--- config.mk ---
export PLATFORM = sky130hd
export DESIGN_NAME = dslv_default_slave
export DESIGN_NICKNAME = d
export VERILOG_FILES = /design/src/dslv_pkg.sv /design/src/dslv_log_fifo.sv /design/src/dslv_default_slave.sv
export SDC_FILE = /design/constraint.sdc
export NUM_CORES = 1
export LEC_CHECK = 0
export ABC_AREA = 1
export BUFFER_PORTS_ARGS = -buffer_cell sky130_fd_sc_hd__buf_2
export CELL_PAD_IN_SITES_DETAIL_PLACEMENT = 1
export CELL_PAD_IN_SITES_GLOBAL_PLACEMENT = 2
export CORE_MARGIN = 2
export CORE_UTILIZATION = 34
export CTS_CLUSTER_SIZE = 25
export DETAILED_ROUTE_END_ITERATION = 8
export MAX_ROUTING_LAYER = met4
export PLACE_DENSITY = 0.91
export SYNTH_ARGS = -nofsm -noshare
export SYNTH_HDL_FRONTEND = slang
export SYNTH_HIERARCHICAL = 1
export SYNTH_SLANG_ARGS = --single-unit
--- constraint.sdc ---
create_clock -name SYS_CLK_I -period 5.6 [get_ports SYS_CLK_I]
set_input_delay 0.28 -clock SYS_CLK_I [delete_from_list [all_inputs] [get_ports SYS_CLK_I]]
set_output_delay 0.28 -clock SYS_CLK_I [all_outputs]
set_load 0.01 [all_outputs]
--- src/dslv_pkg.sv ---
// Purpose: shared constants for the default error-response slave
// Assumes: byte-addressed register port, 32-bit register words
// Notes: offsets are byte addresses
package dslv_pkg;
	// register port
	localparam int CSR_ADDR_W = 9;
	localparam logic [8:0] OFS_IRQ_STATUS = 9'h000;
	localparam logic [8:0] OFS_RD_ATTR = 9'h100;
	localparam logic [8:0] OFS_RD_MASTER_ID = 9'h104;
	localparam logic [8:0] OFS_RD_ADDR_LOW = 9'h108;
	localparam logic [8:0] OFS_RD_ADDR_HIGH = 9'h10c;
	// status bit positions
	localparam int ST_WR_FLAG = 0;
	localparam int ST_RD_FLAG = 1;
	localparam int ST_WR_OVF = 2;
	localparam int ST_RD_OVF = 3;
	localparam logic [3:0] STATUS_RESET = 4'h0;
	// attribute word field positions
	localparam int ATTR_VALID_BIT = 0;
	localparam int ATTR_PROT_LSB = 1;
	localparam int ATTR_SIZE_LSB = 4;
	localparam int ATTR_LEN_LSB = 7;
	localparam int ATTR_BURST_LSB = 11;
	// bus answer
	localparam logic [1:0] RESP_DECERR = 2'h3;
	localparam int LOG_CNT_W = 5;
	typedef enum logic [1:0] {
		WR_IDLE = 2'b00,
		WR_DATA = 2'b01,
		WR_RESP = 2'b10
	} wr_state_t;
	typedef enum logic [0:0] {
		RD_IDLE = 1'b0,
		RD_DATA = 1'b1
	} rd_state_t;
endpackage

--- src/dslv_log_fifo.sv ---
// Purpose: violation log queue, oldest entry presented first
// Assumes: flush and push in one cycle leave only the new entry
// Notes: a push while full is dropped; caller flags the loss
module dslv_log_fifo import dslv_pkg::*; #(
	parameter int WIDTH = 8,
	parameter int DEPTH = 4
) (
	input wire logic clk_i,
	input wire logic srst_i,
	input wire logic flush_i,
	input wire logic push_i,
	input wire logic pop_i,
	input wire logic [WIDTH-1:0] data_i,
	output logic [WIDTH-1:0] data_o,
	output logic valid_o,
	output logic full_o
);
	localparam int PW = (DEPTH > 1) ? $clog2(DEPTH) : 1;
	localparam logic [PW-1:0] LAST = PW'(DEPTH - 1);
	localparam logic [LOG_CNT_W-1:0] DEPTH_C = LOG_CNT_W'(DEPTH);

	if (DEPTH < 1 || DEPTH > 16 || WIDTH < 1) begin : g_bad
		$error("log fifo depth must be 1 to 16");
	end

	logic [WIDTH-1:0] mem [DEPTH];
	logic [PW-1:0] rd_q, wr_q, base_rd, base_wr;
	logic [LOG_CNT_W-1:0] cnt_q, base_cnt;
	logic do_push, do_pop;

	// flush acts first, then push and pop on the emptied queue
	always_comb begin
		base_rd = flush_i ? '0 : rd_q;
		base_wr = flush_i ? '0 : wr_q;
		base_cnt = flush_i ? '0 : cnt_q;
		do_pop = pop_i && !flush_i && (cnt_q != '0);
		do_push = push_i && (base_cnt < DEPTH_C);
	end

	// pointers and fill count
	always_ff @(posedge clk_i) begin
		if (srst_i) begin
			rd_q <= '0;
			wr_q <= '0;
			cnt_q <= '0;
		end else begin
			rd_q <= do_pop ? ((base_rd == LAST) ? '0 : base_rd + 1'b1) : base_rd;
			wr_q <= do_push ? ((base_wr == LAST) ? '0 : base_wr + 1'b1) : base_wr;
			cnt_q <= base_cnt + LOG_CNT_W'(do_push) - LOG_CNT_W'(do_pop);
		end
	end

	// entry storage
	always_ff @(posedge clk_i) begin
		if (do_push) begin
			mem[base_wr] <= data_i;
		end
	end

	assign data_o = mem[rd_q];
	assign valid_o = (cnt_q != '0);
	assign full_o = (cnt_q == DEPTH_C);
endmodule // dslv_log_fifo

--- src/dslv_default_slave.sv ---
// Purpose: answers undecoded AXI accesses with DECERR and logs them
// Assumes: one clock, synchronous reset, register port on same clock
// Notes: read log popped by reading the upper address word
// Behaviour
// master id width parameter, 1 to 8
// logged address width parameter, 8 to 64
// data width parameter: 32, 64, 128
// option removes register port and logging
// log depth parameter, 1 to 16 entries
// option registers register port inputs
// violation raises interrupt and logs entry
// flag stays set while log holds entries
// cleared flag only set by new violation
// full log drops entry, sets overflow
// host drains log until attribute valid bit drops
// status bits 3,2 are read/write overflow
// status bits 1,0 are read/write violation
// write one clears; upper bits read zero
// violations logged until flag cleared
// attribute word: burst, length, size, protection
// attribute bit 0 valid, cleared with flag
// register gives logged read master id
// two registers give logged read address
// reading upper address pops the entry
// host trusts log only while flag set
// drained log accepts new violations
// every access answered with decode error
// one read, one write outstanding, independent
// register reads answer after one cycle; the code takes two when the input stage is on
// oldest entry first, held until pop
module dslv_default_slave import dslv_pkg::*; #(
	parameter int ID_W = 4,
	parameter int ADDR_W = 32,
	parameter int DATA_W = 32,
	parameter bit CSR_EN = 1'b1,
	parameter int LOG_DEPTH = 4,
	parameter bit CSR_REG_IN = 1'b0
) (
	input wire logic SYS_CLK_I,
	input wire logic SRST_I,
	input wire logic [ID_W-1:0] AXI_AWID_I,
	input wire logic [ADDR_W-1:0] AXI_AWADDR_I,
	input wire logic [3:0] AXI_AWLEN_I,
	input wire logic [2:0] AXI_AWSIZE_I,
	input wire logic [1:0] AXI_AWBURST_I,
	input wire logic [2:0] AXI_AWPROT_I,
	input wire logic AXI_AWVALID_I,
	output logic AXI_AWREADY_O,
	input wire logic [DATA_W-1:0] AXI_WDATA_I,
	input wire logic AXI_WLAST_I,
	input wire logic AXI_WVALID_I,
	output logic AXI_WREADY_O,
	output logic [ID_W-1:0] AXI_BID_O,
	output logic [1:0] AXI_BRESP_O,
	output logic AXI_BVALID_O,
	input wire logic AXI_BREADY_I,
	input wire logic [ID_W-1:0] AXI_ARID_I,
	input wire logic [ADDR_W-1:0] AXI_ARADDR_I,
	input wire logic [3:0] AXI_ARLEN_I,
	input wire logic [2:0] AXI_ARSIZE_I,
	input wire logic [1:0] AXI_ARBURST_I,
	input wire logic [2:0] AXI_ARPROT_I,
	input wire logic AXI_ARVALID_I,
	output logic AXI_ARREADY_O,
	output logic [ID_W-1:0] AXI_RID_O,
	output logic [DATA_W-1:0] AXI_RDATA_O,
	output logic [1:0] AXI_RRESP_O,
	output logic AXI_RLAST_O,
	output logic AXI_RVALID_O,
	input wire logic AXI_RREADY_I,
	input wire logic [CSR_ADDR_W-1:0] CSR_ADDR_I,
	input wire logic CSR_READ_I,
	input wire logic CSR_WRITE_I,
	input wire logic [31:0] CSR_WDATA_I,
	output logic [31:0] CSR_RDATA_O,
	output logic IRQ_O
);
	// parameter range checks
	if (ID_W < 1 || ID_W > 8) begin : g_bad_id
		$error("id width must be 1 to 8");
	end
	if (ADDR_W < 8 || ADDR_W > 64) begin : g_bad_addr
		$error("address width must be 8 to 64");
	end
	if (DATA_W != 32 && DATA_W != 64 && DATA_W != 128) begin : g_bad_data
		$error("data width must be 32, 64 or 128");
	end
	if (LOG_DEPTH < 1 || LOG_DEPTH > 16) begin : g_bad_depth
		$error("log depth must be 1 to 16");
	end

	wr_state_t wr_state_q;
	rd_state_t rd_state_q;
	logic awready_q, wready_q, bvalid_q, arready_q, rvalid_q, rlast_q;
	logic [ID_W-1:0] bid_q, rid_q;
	logic [3:0] beats_q;
	logic wr_evt, rd_evt;

	assign wr_evt = AXI_AWVALID_I && awready_q;
	assign rd_evt = AXI_ARVALID_I && arready_q;

	// write channel: one burst at a time, data drained then DECERR
	always_ff @(posedge SYS_CLK_I) begin
		if (SRST_I) begin
			wr_state_q <= WR_IDLE;
			awready_q <= 1'b0;
			wready_q <= 1'b0;
			bvalid_q <= 1'b0;
			bid_q <= '0;
		end else begin
			case (wr_state_q)
				WR_IDLE: begin
					if (wr_evt) begin
						awready_q <= 1'b0;
						wready_q <= 1'b1;
						bid_q <= AXI_AWID_I;
						wr_state_q <= WR_DATA;
					end else begin
						awready_q <= 1'b1;
					end
				end
				WR_DATA: begin
					if (AXI_WVALID_I && AXI_WLAST_I) begin
						wready_q <= 1'b0;
						bvalid_q <= 1'b1;
						wr_state_q <= WR_RESP;
					end
				end
				WR_RESP: begin
					if (AXI_BREADY_I) begin
						bvalid_q <= 1'b0;
						awready_q <= 1'b1;
						wr_state_q <= WR_IDLE;
					end
				end
				default: wr_state_q <= WR_IDLE;
			endcase
		end
	end

	// read channel: len+1 zero beats, each with DECERR
	always_ff @(posedge SYS_CLK_I) begin
		if (SRST_I) begin
			rd_state_q <= RD_IDLE;
			arready_q <= 1'b0;
			rvalid_q <= 1'b0;
			rlast_q <= 1'b0;
			rid_q <= '0;
			beats_q <= '0;
		end else begin
			case (rd_state_q)
				RD_IDLE: begin
					if (rd_evt) begin
						arready_q <= 1'b0;
						rvalid_q <= 1'b1;
						rlast_q <= (AXI_ARLEN_I == 4'h0);
						rid_q <= AXI_ARID_I;
						beats_q <= AXI_ARLEN_I;
						rd_state_q <= RD_DATA;
					end else begin
						arready_q <= 1'b1;
					end
				end
				RD_DATA: begin
					if (AXI_RREADY_I) begin
						if (rlast_q) begin
							rvalid_q <= 1'b0;
							rlast_q <= 1'b0;
							arready_q <= 1'b1;
							rd_state_q <= RD_IDLE;
						end else begin
							beats_q <= beats_q - 4'h1;
							rlast_q <= (beats_q == 4'h1);
						end
					end
				end
				default: rd_state_q <= RD_IDLE;
			endcase
		end
	end

	assign AXI_AWREADY_O = awready_q;
	assign AXI_WREADY_O = wready_q;
	assign AXI_BVALID_O = bvalid_q;
	assign AXI_BID_O = bid_q;
	assign AXI_BRESP_O = RESP_DECERR;
	assign AXI_ARREADY_O = arready_q;
	assign AXI_RVALID_O = rvalid_q;
	assign AXI_RLAST_O = rlast_q;
	assign AXI_RID_O = rid_q;
	assign AXI_RDATA_O = '0;
	assign AXI_RRESP_O = RESP_DECERR;

	// bus-side checks
	property p_one_read;
		@(posedge SYS_CLK_I) disable iff (SRST_I)
		AXI_RVALID_O |-> !AXI_ARREADY_O; // no address taken while beats are open
	endproperty
	property p_read_beats;
		@(posedge SYS_CLK_I) disable iff (SRST_I)
		(rd_evt && AXI_ARLEN_I == 4'h1) ##1 AXI_RREADY_I |->
			AXI_RVALID_O && !AXI_RLAST_O ##1 AXI_RVALID_O && AXI_RLAST_O;
	endproperty
	property p_write_resp;
		@(posedge SYS_CLK_I) disable iff (SRST_I)
		(AXI_WREADY_O && AXI_WVALID_I && AXI_WLAST_I) |=>
			AXI_BVALID_O && AXI_BRESP_O == RESP_DECERR && !AXI_AWREADY_O;
	endproperty
	a_one_read: assert property (p_one_read) else $error("second read accepted");
	a_read_beats: assert property (p_read_beats) else $error("read beat count wrong");
	a_write_resp: assert property (p_write_resp) else $error("write not answered");
	c_write_done: cover property (@(posedge SYS_CLK_I) AXI_BVALID_O && AXI_BREADY_I);

	if (CSR_EN) begin : g_csr
		localparam int EW = ID_W + ADDR_W + 12;
		localparam int A_LSB = 12;
		localparam int I_LSB = 12 + ADDR_W;
		localparam logic [LOG_CNT_W-1:0] DEPTH_C = LOG_CNT_W'(LOG_DEPTH);
		logic [CSR_ADDR_W-1:0] c_addr;
		logic c_rd, c_wr;
		logic [31:0] c_wdata;
		logic [3:0] stat_q, clr;
		logic [EW-1:0] entry_in, entry;
		logic r_valid, r_full, r_pop, irq_q;
		logic [LOG_CNT_W-1:0] wcnt_q;
		logic [63:0] addr_ext;
		logic [31:0] rdata_q;

		// optional input stage on the register port
		if (CSR_REG_IN) begin : g_reg_in
			logic [CSR_ADDR_W-1:0] addr_q;
			logic rd_q, wr_q;
			logic [31:0] wdata_q;
			always_ff @(posedge SYS_CLK_I) begin
				if (SRST_I) begin
					addr_q <= '0;
					rd_q <= 1'b0;
					wr_q <= 1'b0;
					wdata_q <= '0;
				end else begin
					addr_q <= CSR_ADDR_I;
					rd_q <= CSR_READ_I;
					wr_q <= CSR_WRITE_I;
					wdata_q <= CSR_WDATA_I;
				end
			end
			assign c_addr = addr_q;
			assign c_rd = rd_q;
			assign c_wr = wr_q;
			assign c_wdata = wdata_q;
		end else begin : g_direct
			assign c_addr = CSR_ADDR_I;
			assign c_rd = CSR_READ_I;
			assign c_wr = CSR_WRITE_I;
			assign c_wdata = CSR_WDATA_I;
		end

		// write-one-to-clear strobes and log pop
		assign clr = (c_wr && c_addr == OFS_IRQ_STATUS) ? c_wdata[3:0] : 4'h0;
		assign r_pop = c_rd && (c_addr == OFS_RD_ADDR_HIGH);
		assign entry_in = {AXI_ARID_I, AXI_ARADDR_I, AXI_ARBURST_I, AXI_ARLEN_I,
			AXI_ARSIZE_I, AXI_ARPROT_I};

		// read log queue, emptied when its flag is cleared
		dslv_log_fifo #(.WIDTH(EW), .DEPTH(LOG_DEPTH)) u_rd_log (
			.clk_i(SYS_CLK_I),
			.srst_i(SRST_I),
			.flush_i(clr[ST_RD_FLAG]),
			.push_i(rd_evt),
			.pop_i(r_pop),
			.data_i(entry_in),
			.data_o(entry),
			.valid_o(r_valid),
			.full_o(r_full)
		);

		// write log occupancy; its contents have no readout here
		always_ff @(posedge SYS_CLK_I) begin
			if (SRST_I) begin
				wcnt_q <= '0;
			end else if (clr[ST_WR_FLAG]) begin
				wcnt_q <= wr_evt ? LOG_CNT_W'(1) : '0;
			end else if (wr_evt && wcnt_q != DEPTH_C) begin
				wcnt_q <= wcnt_q + LOG_CNT_W'(1);
			end
		end

		// sticky status, set wins over a same-cycle clear
		always_ff @(posedge SYS_CLK_I) begin
			if (SRST_I) begin
				stat_q <= STATUS_RESET;
			end else begin
				stat_q <= (stat_q & ~clr) | {
					rd_evt && r_full && !clr[ST_RD_FLAG],
					wr_evt && wcnt_q == DEPTH_C && !clr[ST_WR_FLAG],
					rd_evt,
					wr_evt};
			end
		end

		// interrupt follows any set status bit
		always_ff @(posedge SYS_CLK_I) begin
			if (SRST_I) begin
				irq_q <= 1'b0;
			end else begin
				irq_q <= |stat_q;
			end
		end

		// register read mux, answer one cycle after the strobe
		assign addr_ext = 64'(entry[A_LSB +: ADDR_W]);
		always_ff @(posedge SYS_CLK_I) begin
			if (SRST_I) begin
				rdata_q <= '0;
			end else if (c_rd) begin
				case (c_addr)
					OFS_IRQ_STATUS: rdata_q <= {28'h0, stat_q};
					OFS_RD_ATTR: rdata_q <= r_valid ? {19'h0, entry[11:0], 1'b1} : 32'h0;
					OFS_RD_MASTER_ID: rdata_q <= r_valid ? 32'(entry[I_LSB +: ID_W]) : 32'h0;
					OFS_RD_ADDR_LOW: rdata_q <= r_valid ? addr_ext[31:0] : 32'h0;
					OFS_RD_ADDR_HIGH: rdata_q <= r_valid ? addr_ext[63:32] : 32'h0;
					default: rdata_q <= 32'h0;
				endcase
			end
		end
		assign CSR_RDATA_O = rdata_q;
		assign IRQ_O = irq_q;

		// logging checks
		property p_rd_log;
			@(posedge SYS_CLK_I) disable iff (SRST_I)
			(rd_evt && !r_full && !r_pop) |=> stat_q[ST_RD_FLAG] && r_valid ##1 IRQ_O;
		endproperty
		property p_overflow;
			@(posedge SYS_CLK_I) disable iff (SRST_I)
			(rd_evt && r_full && !clr[ST_RD_FLAG]) |=> stat_q[ST_RD_OVF];
		endproperty
		property p_clear;
			@(posedge SYS_CLK_I) disable iff (SRST_I)
			(clr[ST_RD_FLAG] && !rd_evt) |=> !stat_q[ST_RD_FLAG] && !r_valid;
		endproperty
		property p_hold;
			@(posedge SYS_CLK_I) disable iff (SRST_I)
			(stat_q[ST_WR_FLAG] && !clr[ST_WR_FLAG]) |=> stat_q[ST_WR_FLAG];
		endproperty
		property p_no_reassert;
			@(posedge SYS_CLK_I) disable iff (SRST_I)
			(!stat_q[ST_RD_FLAG] && !rd_evt) |=> !stat_q[ST_RD_FLAG];
		endproperty
		property p_status_read;
			@(posedge SYS_CLK_I) disable iff (SRST_I)
			(c_rd && c_addr == OFS_IRQ_STATUS) |=> CSR_RDATA_O == {28'h0, $past(stat_q)};
		endproperty
		property p_attr_valid;
			@(posedge SYS_CLK_I) disable iff (SRST_I)
			(c_rd && c_addr == OFS_RD_ATTR) |=> CSR_RDATA_O[ATTR_VALID_BIT] == $past(r_valid);
		endproperty
		a_rd_log: assert property (p_rd_log) else $error("read violation not logged");
		a_overflow: assert property (p_overflow) else $error("overflow not flagged");
		a_clear: assert property (p_clear) else $error("flag or log not cleared");
		a_hold: assert property (p_hold) else $error("flag lost without clear");
		a_no_reassert: assert property (p_no_reassert) else $error("flag set with no event");
		a_status_read: assert property (p_status_read) else $error("status read wrong");
		a_attr_valid: assert property (p_attr_valid) else $error("valid bit wrong");
		c_overflow: cover property (@(posedge SYS_CLK_I) stat_q[ST_RD_OVF]);
		c_pop: cover property (@(posedge SYS_CLK_I) r_pop && r_valid);
		c_both: cover property (@(posedge SYS_CLK_I) rd_evt && wr_evt);
	end else begin : g_no_csr
		assign CSR_RDATA_O = 32'h0;
		assign IRQ_O = 1'b0;
	end
endmodule // dslv_default_slave

---- Yosys cells after proc, flatten, opt, wreduce, memory -nomap -nowiden ----
Memories as Yosys holds them, arrays and structs flattened. A register that Yosys moved wholly into a read port is not among the register bits.
Cells that the tools add are included.
Widths: inputs -> output; s select.
storage, ports and cells
  memories kept ........................... 1
  output and inout bits ................... 83
  memory bits (writable) .................. 192
  bits of input ports ..................... 179
  logic and storage cells ................. 134
  flip-flop bits (word level) ............. 72
cells by class
  multiplexer cells ....................... 51
  equal/unequal tests ..................... 19
  $lt $le $gt $ge ......................... 1
  reductions and logical operators ........ 34
  bitwise operators ....................... 4
  $add $sub $neg .......................... 6
memories
  memory              words  width  read ports  clocked after memory_dff  write ports  RTL line             source
  g_csr.u_rd_log.mem  4      48     1           1                         1            dslv_log_fifo.sv:26  logic [WIDTH-1:0] mem [DEPTH];
operators with widths
  cell                 count
  $pmux 32 s4          1
  $eq 9x9->1 const B   4
  $mux 32              1
  $mux 1               21
  $mux 2               10
  $mux 4               5
  $mux 5               3
  $reduce_and 3->1     5
  $pmux 1 s2           7
  $logic_and 1x1->1    13
  $mux 13              1
  $eq 5x3->1 const B   2
  $ne 2x2->1 const B   5
  $reduce_and 2->1     5
  $logic_not 9->1      1
  $pmux 4 s2           1
  $reduce_bool 2->1    4
  $eq 2x2->1 const B   3
  $pmux 2 s3           1
  $add 5x1->5          1
  $add 5x1->5 const B  1
  $lt 5x3->1 const B   1
  $ne 5x3->1 const B   1
  $reduce_bool 5->1    1
  other kinds (14)     17

---- Depth between registers and ports, before layout ----
Gate-level depths: netlist of the first run.
  depth after elaboration ................. 8
  gate-level depth with buffers ........... 20
  mapped depth without buffers ............ 20

---- By module ----
The synthesis of the first run kept the hierarchy.
modules (own cells, without submodules)
  module              cells an instance  area an instance (um^2)  instances  sequential area each (um^2)
  dslv_log_fifo       560                7759.9                   1          5945.7
  dslv_default_slave  462                3151.8                   1          1261.2

---- Worst setup path after synthesis of the first run ----
OpenSTA, ideal clock, no wires.
  kind .................................... input to register
  from .................................... input CSR_ADDR_I[7]
  to ...................................... memory g_csr.u_rd_log/mem[0][0] (netlist bit) (enable)
  buffers on the path ..................... 0
  slack ................................... 1.518 ns
  library setup time ...................... 0.454 ns
  stages .................................. 12
  arrival time ............................ 3.628 ns
  required time ........................... 5.146 ns
  path through ............................ nor2_1 nand2_1 nor2_1 nand2_1 nor2_1 nand2_1 inv_1 inv_2 nand2_1 ha_1 nand3_2 nor2_1
between the ends
  word-level cells in the longest chain between the ends .. 8
  elaborated cells between the ends (all ways) .. 9
  those cells by class .................... order compare (1); mux (5); reduce/logical (3)
ends and longest elaborated chain
  item                          RTL line                   source
  start: declaration            dslv_default_slave.sv:71   input wire logic [CSR_ADDR_W-1:0] CSR_ADDR_I,
  $logic_not 9->1 (*)           dslv_default_slave.sv:259  assign clr = (c_wr && c_addr == OFS_IRQ_STATUS) ? c_wdata[3:0] : 4'h0;
  $logic_and 1x1->1 (*)         dslv_default_slave.sv:259
  $mux 4 (*)                    dslv_default_slave.sv:259
  net g_csr.clr[1]              dslv_default_slave.sv:222  logic [3:0] stat_q, clr;
  $mux 5                        dslv_log_fifo.sv:35        base_cnt = flush_i ? '0 : cnt_q;
  $lt 5x3->1                    dslv_log_fifo.sv:37        do_push = push_i && (base_cnt < DEPTH_C);
  $logic_and 1x1->1             dslv_log_fifo.sv:37
  $mux 1                        dslv_log_fifo.sv:55        if (do_push) begin
  $mux 1 (implied by the code)  dslv_log_fifo.sv:56        mem[base_wr] <= data_i;
  end: declaration              dslv_log_fifo.sv:26
Mark *: on every way through the listed nets, which the timed path passes. The rest lies on a longest branch.

---- Worst setup path in the final report of the first run ----
  from .................................... input CSR_ADDR_I[7]
  to ...................................... register g_csr.u_rd_log.cnt_q[4]
between the ends
  word-level cells in the longest chain between the ends .. 8
  elaborated cells between the ends (all ways) .. 13
  those cells by class .................... add/sub (2); order compare (1); eq/ne (1); mux (2); reduce/logical (7)
ends and longest elaborated chain
  item                    RTL line                   source
  $logic_not 9->1 (*)     dslv_default_slave.sv:259
  $logic_and 1x1->1 (*)   dslv_default_slave.sv:259
  $mux 4 (*)              dslv_default_slave.sv:259
  net g_csr.clr[1]        dslv_default_slave.sv:222
  $mux 5                  dslv_log_fifo.sv:35
  $lt 5x3->1              dslv_log_fifo.sv:37
  $logic_and 1x1->1       dslv_log_fifo.sv:37
  $add 5x1->5             dslv_log_fifo.sv:49        cnt_q <= base_cnt + LOG_CNT_W'(do_push) - LOG_CNT_W'(do_pop);
  $sub 5x1->5 (*)         dslv_log_fifo.sv:49
  end signal: assignment  dslv_log_fifo.sv:49
  end: declaration        dslv_log_fifo.sv:28        logic [LOG_CNT_W-1:0] cnt_q, base_cnt;
Marked as above.
A chain may end at the register's enable or synchronous reset.

==> results of run 1 <==
[worst paths after layout]
check | from | slack, ns | to
worst max-delay path | CSR_ADDR_I[7] | 2.41 | g_csr.u_rd_log/cnt_q[4]$_SDFF_PP0_
worst min-delay path | AXI_ARLEN_I[0] | 0.02 | g_csr.u_rd_log/mem[0][6]$_DFFE_PP_
worst max register to register | g_csr.u_rd_log/cnt_q[1]$_SDFF_PP0_ | 2.69 | g_csr.u_rd_log/cnt_q[4]$_SDFF_PP0_
worst min register to register | CSR_RDATA_O[24]$_SDFFE_PP0P_ | 0.46 | CSR_RDATA_O[24]$_SDFFE_PP0P_
[worst max-delay path, cell delays in order]
cell,delay (ns)
buf_2,0.09
nor2_1,0.10
nand2_1,0.19
nor2_1,0.20
nand2_1,0.07
nor2_1,0.22
nand2_1,0.16
inv_1,0.18
inv_2,0.12
nand2_1,0.13
ha_1,0.17
nand3_2,0.26
ha_1,0.39
inv_1,0.04
ha_1,0.21
fa_1,0.48
nand3_1,0.13
nand3_1,0.08
nand2_1,0.07
nor2_1,0.05
[cells in the final DEF (no fill, tap or decap), types with 2 or more instances in the layout]
cell,synthesis,layout
nand3_2,2,2
nand2_1,159,159
clkbuf_16,0,28
a211oi_1,2,2
nand3_1,27,27
inv_1,58,58
a21oi_1,52,52
nand4_1,3,3
inv_2,4,4
clkinv_1,2,8
o21ai_1,3,3
dlygate4sd3_1,0,52
nor2_4,2,6
xor2_1,2,2
clkinvlp_4,0,3
clkbuf_1,12,4
ha_1,15,15
buf_4,42,10
clkinv_4,0,2
buf_2,10,121
edfxtp_1,192,192
a31o_2,2,2
conb_1,2,36
clkinv_2,0,5
a31oi_1,2,2
o21ai_0,117,117
nor2_2,2,2
nor2_1,160,156
nand3b_1,4,4
dfxtp_1,72,70
nor4_1,2,2
o22ai_1,49,49
[what timing repair did]
action,CTS,global route
hold endpoints to repair,187,0
resized for setup,0,0
hold buffers,52,0
[flip-flops by register name, summed over array words and instances (netlist names), 2 cells and up]
name                  count
CSR_RDATA_O              32
AXI_BID_O                 4
g_csr.u_rd_log/wr_q       2
g_csr.u_rd_log/rd_q       2
wr_state_q                2
AXI_RID_O                 4
g_csr.u_rd_log/cnt_q      5
g_csr.stat_q              4
beats_q                   4
g_csr.u_rd_log/mem      192
g_csr.wcnt_q              5
[metal layers]
layer,wire length (µm),GRT usage,vias to the layer above
li1,-,-,3792
met1,11760,0.1963,3795
met5,0,-,-
met4,567,0.04704,0
met3,1068,0.02462,42
met2,13800,0.2914,149
[cell families (layout without fill, tap and decap cells)]
group           after synthesis  in the layout  share of synthesized area
other cells                   2             36                  0.0006883
compound gates              227            227                     0.1111
xor+xnor                      3              3                   0.002408
flops                       264            264                     0.6605
fa+ha+maj                    16             16                    0.01903
buf+inv                     145            300                    0.07040
simple gates                365            365                     0.1359
[cell type report]
| type | count | area (µm²) | area share |
|---|---|---|---|
| repair buffers | 183 | 1201 | 0.09139 |
| clock buffers | 33 | 729.5 | 0.05550 |
| inverters | 65 | 246.5 | 0.01875 |
| flip-flops and latches | 264 | 7212 | 0.5487 |
| multi-input cells | 647 | 3094 | 0.2354 |
| well taps | 402 | 503.0 | 0.03827 |
| clock inverters | 19 | 156.4 | 0.01190 |
[through the flow]
| step | total power [W] | worst slack (ns) |
|---|---|---|
| floorplan | 0.002523 | 1.518 |
| global placement | 0.002637 | 1.919 |
| detailed placement | 0.002653 | 1.814 |
| CTS | 0.004436 | 2.386 |
| global route | 0.004561 | 2.115 |
| finish | 0.004382 | 2.410 |
[power by group]
part	total, W	switching, W	internal, W	leakage, nW
Sequential	0.00223	0.0000296	0.00220	2.32
Clock	0.00175	0.000762	0.000986	0.425
Combinational	0.000406	0.000269	0.000138	2.32
==> impl_results.md, run 1 <==
- Post-DP HPWL: 16930 µm
- Via count: 7778
- Pins Over Slew Limit: 0
- Tcrit/Tclk final: 0.5696
- Final Critical Period: 3.190 ns
- Number of max-cap violations: 0
- Die Ht: 183.1 µm
- Site Rows: 65
- Grt ovf: 0
- Worst-path clk slew: 0.06 ns
- Top_reg_cell synth: edfxtp_1
- Setup Viol. Count Final: 0
- Unrepaired setup endpoints after global routing: no
- Root Buffer: clkbuf_16
- CTS tree: built
- VDD IR max: 0.2521 mV
- Synth area leader: edfxtp_1
- Core Util, Final: 0.4165
- Final antenna-violating net count: 0
- Pwr dens: 333.4 nW/µm²
- Final cell count without fillers: 1613
- # clock sinks: 264
- Top-count cell post-synth: edfxtp_1
- Register bit total from synthesis: 264
- Async SR Flop Fraction: 0
- Startpoint Class: input port
- Core box area: 31560 µm²
- Yosys warning total: 6
- RD Place Congestion: 0.7454
- Vias in the first global route: 8046
- Setup TNS: 0 ns
- Largest net degree at the start of global routing: 98
- H-Tree Depth: 1
- Unique cell type count in the Yosys netlist: 37
- Initial core utilization: 0.3458
- Fin Clk Skew: 0.01449 ns
- DR DRC count: 0
- Commonest cells post-synth: 192 x edfxtp_1, 160 x nor2_1, 159 x nand2_1
- Synth Instances: 1022
- EDFF count, synth: 192
- Per-cell routed wire length: 16.86 µm
- Share of cells above drive strength 1: 0.1602
- TritonRoute pass-1 iters: 4
- Post-CTS setup buffer count: 0
- Relative slew slack: 0.3500
- Final WL: 27200 µm
- Worst hold path type: in -> reg
- Placed Area: 11740 µm²
- Sequential element share of the synthesized area: 0.6605
- Final Hold Fails: 0
- Synth area leaders: edfxtp_1 53%, dfxtp_1 13%, nor2_1 5.5%, nand2_1 5.5%, o21ai_0 5.4%
- Yosys top cell area share: 0.5284
- Crit Path Class: in -> reg
- Initial DRC count: 286
- First-pass GRT wire length: 42370 µm
- # diodes: 0
- Nets: 1384
- Worst-Skew Late Latency: 0.55 ns
- Die X: 183.1 µm
- DR vias/cell: 4.822
- Clk buf depth: 3
- Endpoint type of the worst setup path: register
- Status: complete, no violations
- Arrival time worst endpoint: 3.63 ns
- Mapped cell area: 10910 µm²
- Placed cells: 1509
- Worst Path Required: 6.04 ns
- Final instance area: 13140 µm²
- Initial antenna violation count: 0
- Syn_area_per_cell: 10.68 µm²
- Die ar.: 33540 µm²
- IO buf count: 121
- Worst-Margin Slew: 0.9750 ns
- Fmax: 0.3135 GHz
- Worst hold margin: 0.01798 ns
- Static Leak: 5.068 nW
- Worst Reg-to-Reg Cells: 12
- I/O Pins: 262
- Num CTS Buffers: 28
- GRT Total Usage: 0.1650
- Fill cell count: 3531
- Largest fanout on the critical path: 8
- Hold Path Cell Cnt: 1
- Area Growth Syn to Fin: 20.44%
Power figures use the tool's default switching activity.
==> run 2: changes to the inputs <==
- CORE_UTILIZATION: 34 -> 30
- PLACE_DENSITY: 0.91 -> 0.86
- clock period: 5.6 -> 2.7 ns (I/O delays scaled with it)
==> impl_results.md, run 2 (synthesized netlist as in run 1, its figures left out) <==
- VDD IR max: 0.5038 mV
- Hold Path Cell Cnt: 6
- DR DRC count: 0
- First-pass GRT wire length: 46800 µm
- Vias in the first global route: 8528
- Hold buffer count at CTS: 69
- I/O Pins: 262
- # clock sinks: 264
- Worst Setup Slack, final: 0.2209 ns
- Arrival time worst endpoint: 2.92 ns
- Site Rows: 69
- TritonRoute pass-1 iters: 4
- Core box area: 35660 µm²
- Nets: 1425
- Per-cell routed wire length: 17.16 µm
- Fin Clk Skew: 0.02589 ns
- Endpoint type of the worst setup path: register
- Root Buffer: clkbuf_16
- Die ar.: 37910 µm²
- Status: complete, no violations
- Number of max-cap violations: 0
- Setup Viol. Count Final: 0
- Final Hold Fails: 0
- Die Ht: 194.7 µm
- Final Critical Period: 2.479 ns
- Sequential cell area: 7212 µm²
- Largest fanout on the critical path: 4
- Die X: 194.7 µm
- Pins Over Slew Limit: 0
- DR vias/cell: 4.673
- Clk buf depth: 3
- Startpoint Class: input port
- Pre-CTS setup slack: -0.2208 ns
- Worst Path Required: 3.14 ns
- Post-CTS Resized: 0
- Grt ovf: 0
- Crit Path Class: in -> reg
- Worst hold path type: in -> reg
- Post-CTS setup buffer count: 0
- IO buf count: 121
- Relative slew slack: 0.6202
- Area Growth Syn to Fin: 25.43%
- Fmax: 0.4034 GHz
- Initial core utilization: 0.3060
- Core Util, Final: 0.3839
- Num CTS Buffers: 29
- Max reg flops: 192
- Worst-Margin Slew: 0.5698 ns
- Fill cell count: 3975
- Largest Register: g_csr.u_rd_log/mem
- Final WL: 29420 µm
- Most frequent cells in the layout: 192 x edfxtp_1, 158 x nand2_1, 155 x nor2_1
- CTS tree: built
- Via count: 8015
- Worst Reg-to-Reg Cells: 12
- RD Place Congestion: 0.7463
- GRT Total Usage: 0.1607
- Tot Pwr: 0.009469 W
- Pwr dens: 691.8 nW/µm²
- Initial antenna violation count: 1
- Largest net degree at the start of global routing: 100
- Tcrit/Tclk final: 0.9182
- Area of the multi-input gates: 3109 µm²
- Initial DRC count: 450
- Worst-path clk slew: 0.06 ns
- Unrepaired setup endpoints after global routing: no
- Worst-Skew Late Latency: 0.57 ns
- Post-DP HPWL: 18760 µm
- H-Tree Depth: 1
- Static Leak: 5.298 nW
- Most common cell after layout, fill and taps aside: edfxtp_1
- Final antenna-violating net count: 0
- Share of cells above drive strength 1: 0.1740
==> run 2: cell count changes in the layout (fill, tap and decap cells not counted), sizes merged <==
cell / before / now
clkinv: 16 / 10
clkinvlp: 3 / 1
buf: 131 / 154
bufinv: 1 / 3
dlygate4sd3: 52 / 69
diode: 0 / 1
clkbuf: 33 / 41
==> run 2: report_power, final <==
part | leakage [nW] | total [W] | internal, W | switching, W
Sequential | 2.32 | 0.00462 | 0.00456 | 0.0000630
Combinational | 2.52 | 0.000942 | 0.000347 | 0.000595
Clock | 0.452 | 0.00391 | 0.00230 | 0.00160
Total | 5.30 | 0.00947 | 0.00721 | 0.00226
==> run 2: metal layers <==
metal	routed length, µm	track usage	vias to the layer above
met5	0	-	-
met4	735	0.05214	0
met3	1189	0.02204	49
met2	14850	0.2805	171
met1	12650	0.1915	3912
li1	-	-	3883
==> run 2: final timing paths <==
kind / from / end / slack (ns)
setup / recovery: CSR_WDATA_I[1] / g_csr.u_rd_log/cnt_q[4]$_SDFF_PP0_ / 0.22
hold / removal: CSR_WRITE_I / g_csr.stat_q[1]$_SDFF_PP0_ / 0.12
setup reg to reg: g_csr.u_rd_log/cnt_q[3]$_SDFF_PP0_ / g_csr.u_rd_log/cnt_q[4]$_SDFF_PP0_ / 0.40
hold reg to reg: CSR_RDATA_O[24]$_SDFFE_PP0P_ / CSR_RDATA_O[24]$_SDFFE_PP0P_ / 0.46
==> run 2: critical path, stage by stage <==
cell,delay [ns]
dlygate4sd3_1,0.55
buf_2,0.12
nand2_1,0.13
inv_2,0.06
inv_2,0.08
nand2_1,0.09
ha_1,0.22
nand3_2,0.09
nand3_4,0.06
ha_1,0.28
inv_1,0.04
ha_1,0.20
fa_1,0.47
nand3_1,0.14
nand3_1,0.09
nand2_1,0.10
nor2_1,0.05
==> run 2: final cells by class <==
type                            instances  share of cell area
Sequential cell                       264              0.5269
Multi-Input combinational cell        647              0.2272
Timing Repair Buffer                  223              0.1174
Clock buffer                           41             0.05704
Tap cell                              461             0.04214
Inverter                               65             0.01801
Clock inverter                         13             0.01115
Antenna cell                            1           0.0001828
==> run 2: through the flow <==
| step | instance area (µm²) | hold WS [ns] | TNS (ns) | std cells |
|---|---|---|---|---|
| 4_1_cts | 13680 | 0.08439 | 0 | 1714 |
| 2_1_floorplan | 11060 | 0.2062 | -65.18 | 1056 |
| 3_3_place_gp | 12060 | 0.3437 | -0.1218 | 1591 |
| 3_5_place_dp | 12060 | 0.3540 | -0.3225 | 1591 |
| 6_report | 13690 | 0.1171 | 0 | 1715 |
| 5_1_grt | 13690 | 0.1341 | 0 | 1715 |
